File: src/design/aptc_map.vh
// register map, field positions, reset values and trigger codes
// of the converter pair trigger control block
// assumes a 32-bit classic Wishbone slave with word-aligned registers
`ifndef APTC_MAP_VH
`define APTC_MAP_VH

// ----------------------------------------------------------------
// register word index (byte address = index * 4)
// ----------------------------------------------------------------
`define APTC_IDX_PIN_CFG   2'h0
`define APTC_IDX_PAIR_01   2'h1
`define APTC_IDX_PAIR_23   2'h2
`define APTC_IDX_LSB       2
`define APTC_IDX_MSB       3

// ----------------------------------------------------------------
// pin configuration register
// ----------------------------------------------------------------
`define APTC_PIN_W         12
`define APTC_RST_PIN_CFG   12'h000
`define APTC_PIN_PAD       20'h00000

// ----------------------------------------------------------------
// one pair byte; odd pair sits at bit offset 8
// ----------------------------------------------------------------
`define APTC_F_IRQ_EN      7
`define APTC_F_PAIR_PENDING_FLAG        6
`define APTC_F_SOFT_TRIG   5
`define APTC_F_SRC_MSB     4
`define APTC_F_SRC_LSB     0
`define APTC_SRC_W         5
`define APTC_ODD_SHIFT     8
`define APTC_RST_SRC       5'h00
`define APTC_CTL_PAD       16'h0000

// ----------------------------------------------------------------
// trigger source codes
// ----------------------------------------------------------------
`define APTC_SRC_NONE      5'h00
`define APTC_SRC_SOFT      5'h01
`define APTC_SRC_GLOBAL    5'h02
`define APTC_SRC_SPECIAL   5'h03
`define APTC_SRC_GEN1      5'h04
`define APTC_SRC_TMR1      5'h0C
`define APTC_SRC_ILIM1     5'h0E
`define APTC_SRC_FAULT1    5'h16
`define APTC_SRC_GEN2      5'h05
`define APTC_SRC_GEN3      5'h06
`define APTC_SRC_GEN4      5'h07
`define APTC_SRC_TMR2      5'h0D
`define APTC_SRC_ILIM2     5'h0F
`define APTC_SRC_ILIM3     5'h10
`define APTC_SRC_ILIM4     5'h11
`define APTC_SRC_FAULT2    5'h17
`define APTC_SRC_FAULT3    5'h18
`define APTC_SRC_FAULT4    5'h19

`endif

File: src/design/aptc_ctrl.v
// trigger and request logic for a paired-input converter
// assumes a classic Wishbone master, trigger inputs synchronous to
// clk_i, and a converter core that pulses conv_done_i once per start
// each high cycle of a selected trigger sets the pending flag; a held level re-arms
// pending bits are owned by hardware, writes to them are dropped
//
// Design decisions made here: register access over Wishbone and the register addresses.
`timescale 1ns/1ps
`include "aptc_map.vh"

// Functional notes
// - select bit 1: digital read path on, converter mux tied to ground
// - select bit 0: digital read path off, converter samples the pin
// - pin configuration bits 15 to 12 always read as zero
// - enabled pair raises an interrupt request when its conversion completes
// - selected trigger asserted sets the pair pending flag
// - pending flag clears when the pair conversion completes
// - soft trigger write requests conversion only if soft source selected
// - triggers for other pairs during a busy conversion are held and served later
// - soft trigger bit clears when the pending flag sets
// - odd pair field at bits 12 to 8, even pair at 4 to 0
// - source code zero never sets the pending flag
// - code 1 own soft trigger, code 2 global soft trigger
// - code 3 selects the special event trigger
// - codes 4 to 7 select generator 1 to 4 triggers
// - codes 12 and 13 select timer 1 and 2 period match
// - codes 14 to 17 select generator current-limit triggers
// - codes 22 to 25 select generator fault triggers
// - pair n converts inputs 2n+1 and 2n
module aptc_ctrl #(
  parameter ADR_W = 8
) (
  // clock and reset
  input  wire              clk_i,
  input  wire              rst_i,
  // wishbone slave
  input  wire              wb_cyc_i,
  input  wire              wb_stb_i,
  input  wire              wb_we_i,
  input  wire [ADR_W-1:0]  wb_adr_i,
  input  wire [3:0]        wb_sel_i,
  input  wire [31:0]       wb_dat_i,
  output wire [31:0]       wb_dat_o,
  output wire              wb_ack_o,
  // pin mode controls
  output wire [11:0]       pin_dig_read_en_o,
  output wire [11:0]       pin_mux_gnd_o,
  output wire [11:0]       pin_sample_en_o,
  // trigger sources
  input  wire              glob_soft_trig_i,
  input  wire              pwm_spec_evt_i,
  input  wire [3:0]        pwm_gen_trig_i,
  input  wire [1:0]        tmr_period_i,
  input  wire [3:0]        pwm_ilim_trig_i,
  input  wire [3:0]        pwm_fault_trig_i,
  // converter core
  output wire              conv_start_o,
  output wire [1:0]        conv_pair_o,
  output wire [3:0]        conv_an_even_o,
  input  wire              conv_done_i,
  // per pair interrupt requests
  output wire [3:0]        pair_irq_o
);

  localparam NPAIR = 4;
  localparam [1:0] CS_IDLE = 2'h0;
  localparam [1:0] CS_BUSY = 2'h1;

  // ----------------------------------------------------------------
  // state
  // ----------------------------------------------------------------
  reg                      ack_q;
  reg  [31:0]              dat_q;
  reg  [31:0]              rdata_d;
  reg  [`APTC_PIN_W-1:0]   cfg_q;
  reg  [`APTC_PIN_W-1:0]   smp_q;
  reg  [NPAIR-1:0]         irq_en_q;
  reg  [NPAIR-1:0]         soft_q;
  reg  [NPAIR-1:0]         pair_pending_flag_q;
  reg  [NPAIR-1:0]         started_q;
  reg  [NPAIR*5-1:0]       src_q;
  reg  [NPAIR-1:0]         irq_q;
  reg                      busy_q;
  reg  [1:0]               act_q;
  reg                      start_q;
  reg  [1:0]               pair_q;
  reg  [3:0]               an_even_q;
  reg  [1:0]               gsel_d;
  reg                      gnt_d;
  reg  [1:0]               cs_q;
  reg  [1:0]               cs_d;
  integer                  i;

  wire [NPAIR-1:0]         hit_w;
  wire [NPAIR-1:0]         done_w;
  wire [NPAIR*8-1:0]       pbyte_w;
  wire [NPAIR-1:0]         wait_w;

  // ----------------------------------------------------------------
  // bus decode
  // ----------------------------------------------------------------
  wire       req_w  = wb_cyc_i & wb_stb_i & ~ack_q;
  wire [1:0] idx_w  = wb_adr_i[`APTC_IDX_MSB:`APTC_IDX_LSB];
  // only the low address bits select; any higher bit makes the word unmapped
  wire       hi0_w  = (wb_adr_i[ADR_W-1:4] == {(ADR_W-4){1'b0}});
  wire       wr_w   = req_w & wb_we_i & hi0_w;
  wire       wr_pin = wr_w & (idx_w == `APTC_IDX_PIN_CFG);
  wire       wr_p01 = wr_w & (idx_w == `APTC_IDX_PAIR_01);
  wire       wr_p23 = wr_w & (idx_w == `APTC_IDX_PAIR_23);

  // read words; bits above each register read as zero
  wire [31:0] rd_pin_w = {`APTC_PIN_PAD, cfg_q};
  wire [31:0] rd_p01_w = {`APTC_CTL_PAD, pbyte_w[15:0]};
  wire [31:0] rd_p23_w = {`APTC_CTL_PAD, pbyte_w[31:16]};

  // unmapped words still ack, reading zero
  always @* begin
    rdata_d = 32'h00000000;
    if (hi0_w) begin
      case (idx_w)
        `APTC_IDX_PIN_CFG: rdata_d = rd_pin_w;
        `APTC_IDX_PAIR_01: rdata_d = rd_p01_w;
        `APTC_IDX_PAIR_23: rdata_d = rd_p23_w;
        default:           rdata_d = 32'h00000000;
      endcase
    end
  end

  // one-cycle answer; ~ack_q in req_w keeps a held request from repeating
  always @(posedge clk_i) begin
    if (rst_i) begin
      ack_q <= 1'b0;
    end else begin
      ack_q <= req_w;
    end
  end

  // read data stays until the next read
  always @(posedge clk_i) begin
    if (rst_i) begin
      dat_q <= 32'h00000000;
    end else if (req_w & ~wb_we_i) begin
      dat_q <= rdata_d;
    end
  end

  assign wb_ack_o = ack_q;
  assign wb_dat_o = dat_q;

  // ----------------------------------------------------------------
  // pin configuration
  // ----------------------------------------------------------------
  localparam [`APTC_PIN_W-1:0] PIN_RST = `APTC_RST_PIN_CFG;

  // one mode bit per pin; lane 0 holds pins 7 to 0, lane 1 pins 11 to 8
  genvar n;
  generate
    for (n = 0; n < `APTC_PIN_W; n = n + 1) begin : g_pin
      wire lane_wr = wr_pin & wb_sel_i[n / 8];
      always @(posedge clk_i) begin
        if (rst_i) begin
          cfg_q[n] <= PIN_RST[n];
          smp_q[n] <= ~PIN_RST[n];
        end else if (lane_wr) begin
          cfg_q[n] <= wb_dat_i[n];
          smp_q[n] <= ~wb_dat_i[n];
        end
      end
    end
  endgenerate

  assign pin_dig_read_en_o = cfg_q;
  assign pin_mux_gnd_o     = cfg_q;
  assign pin_sample_en_o   = smp_q;

  // ----------------------------------------------------------------
  // per pair control
  // ----------------------------------------------------------------
  // a trigger for a pair that is already pending is absorbed; only a
  // trigger in the very cycle of completion re-arms the pair, because
  // the set of the pending flag wins over the clear
  // a user that needs every event counted must pace its triggers
  genvar p;
  generate
    for (p = 0; p < NPAIR; p = p + 1) begin : g_pair
      // two pairs per register, odd pair in the upper byte
      wire       wr_me = ((p < 2) ? wr_p01 : wr_p23) & wb_sel_i[p % 2];
      wire [7:0] wbyte = wb_dat_i[(p % 2)*`APTC_ODD_SHIFT +: 8];
      wire [4:0] src   = src_q[5*p +: 5];
      wire [4:0] nsrc  = wbyte[`APTC_F_SRC_MSB:`APTC_F_SRC_LSB];
      // the same write must select the own soft trigger
      wire       soft_ok = (nsrc == `APTC_SRC_SOFT);
      reg        tsel;

      // code zero and unlisted codes select nothing
      always @* begin
        tsel = 1'b0;
        case (src)
          `APTC_SRC_NONE:    tsel = 1'b0;
          `APTC_SRC_SOFT:    tsel = soft_q[p];
          `APTC_SRC_GLOBAL:  tsel = glob_soft_trig_i;
          `APTC_SRC_SPECIAL: tsel = pwm_spec_evt_i;
          // generator triggers 1 to 4
          `APTC_SRC_GEN1:    tsel = pwm_gen_trig_i[0];
          `APTC_SRC_GEN2:    tsel = pwm_gen_trig_i[1];
          `APTC_SRC_GEN3:    tsel = pwm_gen_trig_i[2];
          `APTC_SRC_GEN4:    tsel = pwm_gen_trig_i[3];
          `APTC_SRC_TMR1:    tsel = tmr_period_i[0];
          `APTC_SRC_TMR2:    tsel = tmr_period_i[1];
          // current-limit triggers 1 to 4
          `APTC_SRC_ILIM1:   tsel = pwm_ilim_trig_i[0];
          `APTC_SRC_ILIM2:   tsel = pwm_ilim_trig_i[1];
          `APTC_SRC_ILIM3:   tsel = pwm_ilim_trig_i[2];
          `APTC_SRC_ILIM4:   tsel = pwm_ilim_trig_i[3];
          // fault triggers 1 to 4
          `APTC_SRC_FAULT1:  tsel = pwm_fault_trig_i[0];
          `APTC_SRC_FAULT2:  tsel = pwm_fault_trig_i[1];
          `APTC_SRC_FAULT3:  tsel = pwm_fault_trig_i[2];
          `APTC_SRC_FAULT4:  tsel = pwm_fault_trig_i[3];
          default:           tsel = 1'b0;
        endcase
      end

      assign hit_w[p]  = tsel;
      // completion of this pair's conversion; a stray done is ignored
      assign done_w[p] = conv_done_i & busy_q & (act_q == p);
      // waiting means pending and not yet handed to the converter
      assign wait_w[p] = pair_pending_flag_q[p] & ~started_q[p];
      // read byte of this pair
      assign pbyte_w[8*p +: 8] = {irq_en_q[p], pair_pending_flag_q[p], soft_q[p], src};

      // fields written through this pair's byte lane
      always @(posedge clk_i) begin
        if (rst_i) begin
          irq_en_q[p]     <= 1'b0;
          src_q[5*p +: 5] <= `APTC_RST_SRC;
        end else if (wr_me) begin
          irq_en_q[p]     <= wbyte[`APTC_F_IRQ_EN];
          src_q[5*p +: 5] <= nsrc;
        end
      end

      // software trigger bit
      always @(posedge clk_i) begin
        if (rst_i) begin
          soft_q[p] <= 1'b0;
        // soft request kept only with soft source selected
        end else if (wr_me) begin
          soft_q[p] <= wbyte[`APTC_F_SOFT_TRIG] & soft_ok;
        // soft bit drops as pending sets
        end else if (hit_w[p]) begin
          soft_q[p] <= 1'b0;
        end
      end

      // pending flag; a trigger in the completion cycle wins
      always @(posedge clk_i) begin
        if (rst_i) begin
          pair_pending_flag_q[p] <= 1'b0;
        end else if (hit_w[p]) begin
          pair_pending_flag_q[p] <= 1'b1;
        end else if (done_w[p]) begin
          pair_pending_flag_q[p] <= 1'b0;
        end
      end

      // held until started by the arbiter
      always @(posedge clk_i) begin
        if (rst_i) begin
          started_q[p] <= 1'b0;
        end else if (gnt_d & (gsel_d == p)) begin
          started_q[p] <= 1'b1;
        end else if (done_w[p]) begin
          started_q[p] <= 1'b0;
        end
      end

      // one request pulse per completion when enabled
      always @(posedge clk_i) begin
        if (rst_i) begin
          irq_q[p] <= 1'b0;
        end else begin
          irq_q[p] <= done_w[p] & irq_en_q[p];
        end
      end
    end
  endgenerate

  assign pair_irq_o = irq_q;

  // ----------------------------------------------------------------
  // arbiter and converter handshake
  // ----------------------------------------------------------------
  // lowest waiting pair first
  always @* begin
    gsel_d = 2'h0;
    // scanning downwards leaves the lowest waiting index last
    for (i = NPAIR - 1; i >= 0; i = i - 1) begin
      if (wait_w[i]) begin
        gsel_d = i[1:0];
      end
    end
  end

  // start only when the converter is free
  // a granted pair leaves the waiting set at once, so grants never repeat
  always @* begin
    gnt_d = ~busy_q & (|wait_w);
  end

  // ----------------------------------------------------------------
  // converter state
  // ----------------------------------------------------------------
  always @* begin
    cs_d = cs_q;
    case (cs_q)
      CS_IDLE: begin
        if (gnt_d) begin
          cs_d = CS_BUSY;
        end
      end
      CS_BUSY: begin
        if (conv_done_i) begin
          cs_d = CS_IDLE;
        end
      end
      default: begin
        cs_d = CS_IDLE;
      end
    endcase
  end

  always @(posedge clk_i) begin
    if (rst_i) begin
      cs_q      <= CS_IDLE;
      busy_q    <= 1'b0;
      act_q     <= 2'h0;
      start_q   <= 1'b0;
      pair_q    <= 2'h0;
      an_even_q <= 4'h0;
    end else begin
      cs_q    <= cs_d;
      busy_q  <= (cs_d == CS_BUSY);
      start_q <= gnt_d;
      if (gnt_d) begin
        act_q     <= gsel_d;
        pair_q    <= gsel_d;
        // pair n uses inputs 2n and 2n+1
        an_even_q <= {1'b0, gsel_d, 1'b0};
      end
    end
  end

  assign conv_start_o   = start_q;
  assign conv_pair_o    = pair_q;
  assign conv_an_even_o = an_even_q;

endmodule

File: config.mk
export PLATFORM = sky130hd
export DESIGN_NAME = aptc_ctrl
export DESIGN_NICKNAME = d
export VERILOG_FILES = /design/src/design/aptc_ctrl.v
export VERILOG_INCLUDE_DIRS = /design/src /design/src/design
export SDC_FILE = /design/constraint.sdc
export NUM_CORES = 1
export LEC_CHECK = 0
export BUFFER_PORTS_ARGS = -buffer_cell sky130_fd_sc_hd__buf_2
export CORE_MARGIN = 1
export CORE_UTILIZATION = 40
export CTS_BUF_LIST = sky130_fd_sc_hd__clkbuf_8 sky130_fd_sc_hd__clkbuf_16
export DETAILED_ROUTE_END_ITERATION = 16
export PLACE_DENSITY_LB_ADDON = 0.12
export RECOVER_POWER = 100
export SLEW_MARGIN = 20
export SYNTH_ARGS = -nofsm -noshare
export SYNTH_HDL_FRONTEND = slang
export SYNTH_SLANG_ARGS = --single-unit
export TNS_END_PERCENT = 5
File: constraint.sdc
create_clock -name clk_i -period 4.05 [get_ports clk_i]
set_clock_uncertainty 0.15 [all_clocks]
set_input_delay 1.215 -clock clk_i [delete_from_list [all_inputs] [get_ports clk_i]]
set_output_delay 1.215 -clock clk_i [all_outputs]
set_load 0.02 [all_outputs]
Word level (Yosys, flattened, before mapping):

Index checks and enable logic that the tools add are counted.

* equality and inequality tests: 80
* multiplexer cells: 33
* bitwise gates (word level): 53
* reductions and logical operators: 18

Operators by type and width (number)
* == test 5 bit (second input constant): 24
* == test 5 x 3 -> 1 bit (second input constant): 16
* == test 5 x 4 -> 1 bit (second input constant): 16
* case mux 1 bit (17 select lines): 4
* case mux 16 bit (3 select lines): 1
* == test 5 x 2 -> 1 bit (second input constant): 8
* AND 1 bit: 34
* == test 5 x 1 -> 1 bit (second input constant): 6
* nonzero test 2 bit: 12
* two-way mux 1 bit: 20
* inverter 1 bit: 19
* two-way mux 16 bit: 1
* two-way mux 2 bit: 6
* == test 2 x 1 -> 1 bit (second input constant): 5
* == test 2 bit (second input constant): 5
* logical NOT 2 bit: 4
* logical NOT 4 bit: 1
* case mux 2 bit (2 select lines): 1
* OR reduction 4 bit: 1

* register bits after elaboration: 103
* bits of input ports: 66
* output and inout port bits: 80
* word-level logic and storage cells: 238

Longest topological paths before layout:

* depth in word-level cells: 9
* mapped depth: 8
* gate-level depth less buffers: 5

Worst setup path after synthesis:

Ideal clock, no wire load.

* path type: in2reg
* from: in wb_adr_i[5]
* to: reg soft_q[1], in the netlist pbyte_w[13]
* library setup time: 0.117 ns
* arrival: 2.582 ns
* required time: 3.783 ns
* slack: 1.201 ns
* cell stages on the path: 7
* buffers on the path: 2
* cell sequence: or4_4 > buf_6 > nor2_8 > and3_1 > buf_6 > nor3b_1 > a32o_1

* word-level cells in the longest chain between the ends: 5
* elaborated cells between the ends (all ways): 6
* classes of those cells: 1 x mux; 3 x bitwise; 2 x reduce/logical

Ends and longest elaborated chain
* from (decl): line aptc_ctrl.v:40 `input wire [ADR_W-1:0] wb_adr_i,`
* logical NOT 4 bit *: line aptc_ctrl.v:105 `wire hi0_w = (wb_adr_i[ADR_W-1:4] == {(ADR_W-4){1'b0}});`
* AND 1 bit *: line aptc_ctrl.v:106 `wire wr_w = req_w & wb_we_i & hi0_w;`
* AND 1 bit *: line aptc_ctrl.v:108 `` wire wr_p01 = wr_w & (idx_w == `APTC_IDX_PAIR_01); ``
* AND 1 bit *: line aptc_ctrl.v:187 `wire wr_me = ((p < 2) ? wr_p01 : wr_p23) & wb_sel_i[p % 2];`
* two-way mux 1 bit / nonzero test 2 bit (equally long branches)
* to (signal, indexed assignment): line aptc_ctrl.v:249 `` soft_q[p] <= wbyte[`APTC_F_SOFT_TRIG] & soft_ok; ``
* to (decl): line aptc_ctrl.v:78 `reg [NPAIR-1:0] soft_q;`

Mark *: on every way between the ends. The rest lies on a longest branch, timed or not.
A chain may end at the register's enable or synchronous reset.

Final worst setup path:

* from: in wb_adr_i[3]
* to: reg soft_q[0], in the netlist pbyte_w[5]

* word-level cells in the longest chain between the ends: 4
* elaborated cells between the ends (all ways): 5
* classes of those cells: 1 x eq/ne; 1 x mux; 2 x bitwise; 1 x reduce/logical

Ends and longest elaborated chain (line)
* == test 2 x 1 -> 1 bit *
* AND 1 bit *: aptc_ctrl.v:108
* AND 1 bit *: aptc_ctrl.v:187
* two-way mux 1 bit / nonzero test 2 bit (equally long branches)

Marked as above.

==> impl_metrics.env <==
export IMPL_fin_crit_ps=3390
export IMPL_drtIter0Drc=188
export IMPL_clkSinkCount=87
export IMPL_relSlewSlack=0.196
export IMPL_tritoncts_num_buffers=9
export IMPL_finalHoldViolations=0
export IMPL_port_buffers=106
export IMPL_grt_use_total=0.220
export IMPL_yosys_area_share_adder=0
export IMPL_grt_overflow=0
export IMPL_grt_max_degree=33
export IMPL_ctsResizeCount=0
export IMPL_status="finished, final reports clean"
export IMPL_fp_dieW_um=110
export IMPL_synthXorXnorAreaFrac=0
export IMPL_cts_root_buffer="clkbuf_16"
export IMPL_drcViolationCount=0
export IMPL_yosys_register_bits=87
export IMPL_routed_wl_mm=12.8
export IMPL_synth_area_sq_mm=0.00467
export IMPL_gp_congestion=0.885
export IMPL_rsz0062_at_grt="no"
export IMPL_die_area_sq_mm=0.0121
export IMPL_startpoint_type="primary input"
export IMPL_hold_depth=1
export IMPL_fin_crit_sh=0.838
export IMPL_synth_edf_count=0
export IMPL_antenna_found_initial=0
export IMPL_synth_top_family_by_area="simple AND/OR/NAND/NOR gates"
export IMPL_grt_pass1_vias=3762
export IMPL_start_util=0.409
export IMPL_synth_mux_area_frac=0.104
export IMPL_cts_setup_buffers=0
export IMPL_min_path_type="reg -> reg"
export IMPL_hold_buffers=0
export IMPL_worstHoldStart="cs_q[1]"
export IMPL_drv_slew=0
export IMPL_cp_end_kind="flop"
export IMPL_ir_drop_mv=0.207
export IMPL_reg2reg_depth=5
export IMPL_area_delta_synth_final_pct=11.9
export IMPL_cp_startpoint="wb_adr_i[3]"
export IMPL_syn_area_per_cell_sq_um=8.34
export IMPL_worstPathMaxFanout=16
export IMPL_synth_seq_area_share=0.373
export IMPL_path_clk_slew_ps=60
export IMPL_p_leak_nw=1.84
export IMPL_nFillCells=1194
export IMPL_report_final_setup_viol=0
export IMPL_tightestPinTransition_ps=1210
export IMPL_final_common_cell="dfxtp_1"
export IMPL_clk_latency_ps=340
export IMPL_synth_cells=560
export IMPL_diodes=0
export IMPL_crit_type="in -> reg"
export IMPL_yosysWarningCount=0
export IMPL_fp_coreArea_sq_mm=0.0114
export IMPL_fin_setup_tns_ps=0
export IMPL_clockBufferDepth=2
export IMPL_p_total_mw=1.72
export IMPL_r2r_end="pair_pending_flag_q[3]"
export IMPL_worstHoldEndpoint="busy_q"
export IMPL_synth_compound_area_frac=0.160
export IMPL_synth_flop_cell="dfxtp_1"
export IMPL_io_pins=146
export IMPL_dp_hpwl_mm=9.24
export IMPL_final_antenna_net_count=0
export IMPL_num_vias=4237
export IMPL_hold_ws_ps=271
export IMPL_wire_per_inst_um=16.6
export IMPL_die_y_um=110
export IMPL_max_freq_ghz=0.295
export IMPL_worst_ep_required_time_ps=4160
export IMPL_rr_startpoint="g_pair[3].src[2]"
export IMPL_reg2reg_slack_ps=1900
export IMPL_layout_drive_gt1_share=0.120
export IMPL_via_per_inst=5.50
export IMPL_cap_violations=0
export IMPL_synth_simple_area_share=0.264
export IMPL_power_density_mw_per_mm2=329
export IMPL_crit_arrival_ps=3500
export IMPL_postSynth_asyncResetShare=0
export IMPL_grt_first_pass_wirelength_mm=20.3
export IMPL_cts_tree="yes"
export IMPL_mostFrequentLayoutCells="87 x dfxtp_1, 69 x nor2_1, 69 x clkbuf_1, 53 x nand2_1, 44 x mux2i_1"
export IMPL_drt_pass1_iterations=5
export IMPL_nets=689
export IMPL_row_count=39
export IMPL_htree_num_levels=3
export IMPL_synth_distinct_cells=59
-- worst max path at each step --
| stage | to | slack [ps] | depth (start not counted) |
|---|---|---|---|
| final | pbyte_w[5] | 660 | 6 |
| after global routing | pbyte_w[5] | 550 | 6 |
| after CTS | pin_sample_en_o[7] | 1120 | 6 |
| after detailed placement | pin_sample_en_o[1] | 760 | 6 |
| after global placement | pin_sample_en_o[7] | 790 | 6 |
| after floorplan | pbyte_w[13] | 1200 | 7 |
-- worst max-delay path: stages --
cell	delay, ps
clkbuf_1	860
nor2b_1	140
clkbuf_1	320
and3_1	410
or3b_1	390
o21ai_0	150
-- registers in the layout (all words and copies together), names as in the netlist, 4 cells and up --
signal	flops
started_q	4
pair_pending_flag_q	4
pin_dig_read_en_o	12
pbyte_w	4
wb_dat_o	16
g_pair.src	20
pair_irq_o	4
pin_sample_en_o	12
irq_en_q	4
-- report_power, final --
part,switching (mW),leakage (nW),internal (mW)
clock network,0.326,0.135,0.423
logic,0.0794,1.00,0.0324
registers,0.00125,0.701,0.857
total,0.407,1.84,1.31
-- layer usage --
| metal | routed length (um) | share of wire | vias to the layer above | global-route usage |
|---|---|---|---|---|
| li1 | - | - | 2078 | - |
| met1 | 5910 | 0.46 | 1985 | 0.293 |
| met2 | 5790 | 0.45 | 149 | 0.349 |
| met3 | 772 | 0.060 | 25 | 0.0547 |
| met4 | 323 | 0.025 | 0 | 0.0714 |
| met5 | 0 | 0 | - | 0 |
-- final cells by class --
class | instances | area [sq um] | share of cell area
flip-flops and latches | 87 | 1740 | 0.333
clock inverters | 5 | 26.3 | 0.00503
clock buffers | 10 | 239 | 0.0457
repair buffers | 114 | 497 | 0.0951
inverters | 3 | 11.3 | 0.00216
multi-input cells | 408 | 2530 | 0.484
well taps | 143 | 179 | 0.0343
-- per-stage QoR --
stage          area, sq um  utilization  setup WS, ps  instances
6_report              5220        0.457           655        770
5_1_grt               5220        0.457           553        770
4_1_cts               5320        0.466          1120        770
3_5_place_dp          5060        0.443           756        755
3_3_place_gp          5060        0.443           785        755
2_1_floorplan         4740            -          1200        578
-- cells by family (layout without fill, tap and decap cells) --
family | count (synthesis) | in the layout
and+or+nand+nor | 228 | 228
AOI/OAI and AO/OA | 113 | 113
DFF | 87 | 87
buffers and inverters | 83 | 132
muxes | 48 | 48
other | 1 | 19
-- Yosys cell counts, types with 4 or more instances --
cell type	n	area (sq um)
nor4_1	6	37.5
nor3_1	8	40.0
buf_2	8	40.0
nand2_1	53	199
mux2i_1	44	440
nand4b_1	11	96.3
nor4bb_1	5	50.1
buf_4	33	248
nor2b_1	10	62.6
nand3_1	10	50.1
a21oi_1	30	150
and4b_1	5	50.1
and3_1	7	43.8
nor2_1	69	259
mux2_2	4	45.0
o21ai_0	20	100
or3b_2	5	43.8
a22oi_1	18	135
nand4_1	5	31.3
nor3b_1	12	90.1
dfxtp_1	87	1740
clkbuf_1	37	139
nand2b_1	7	43.8
a211o_1	10	87.6
a31oi_1	10	62.6
(Power assumes the default switching activity.)
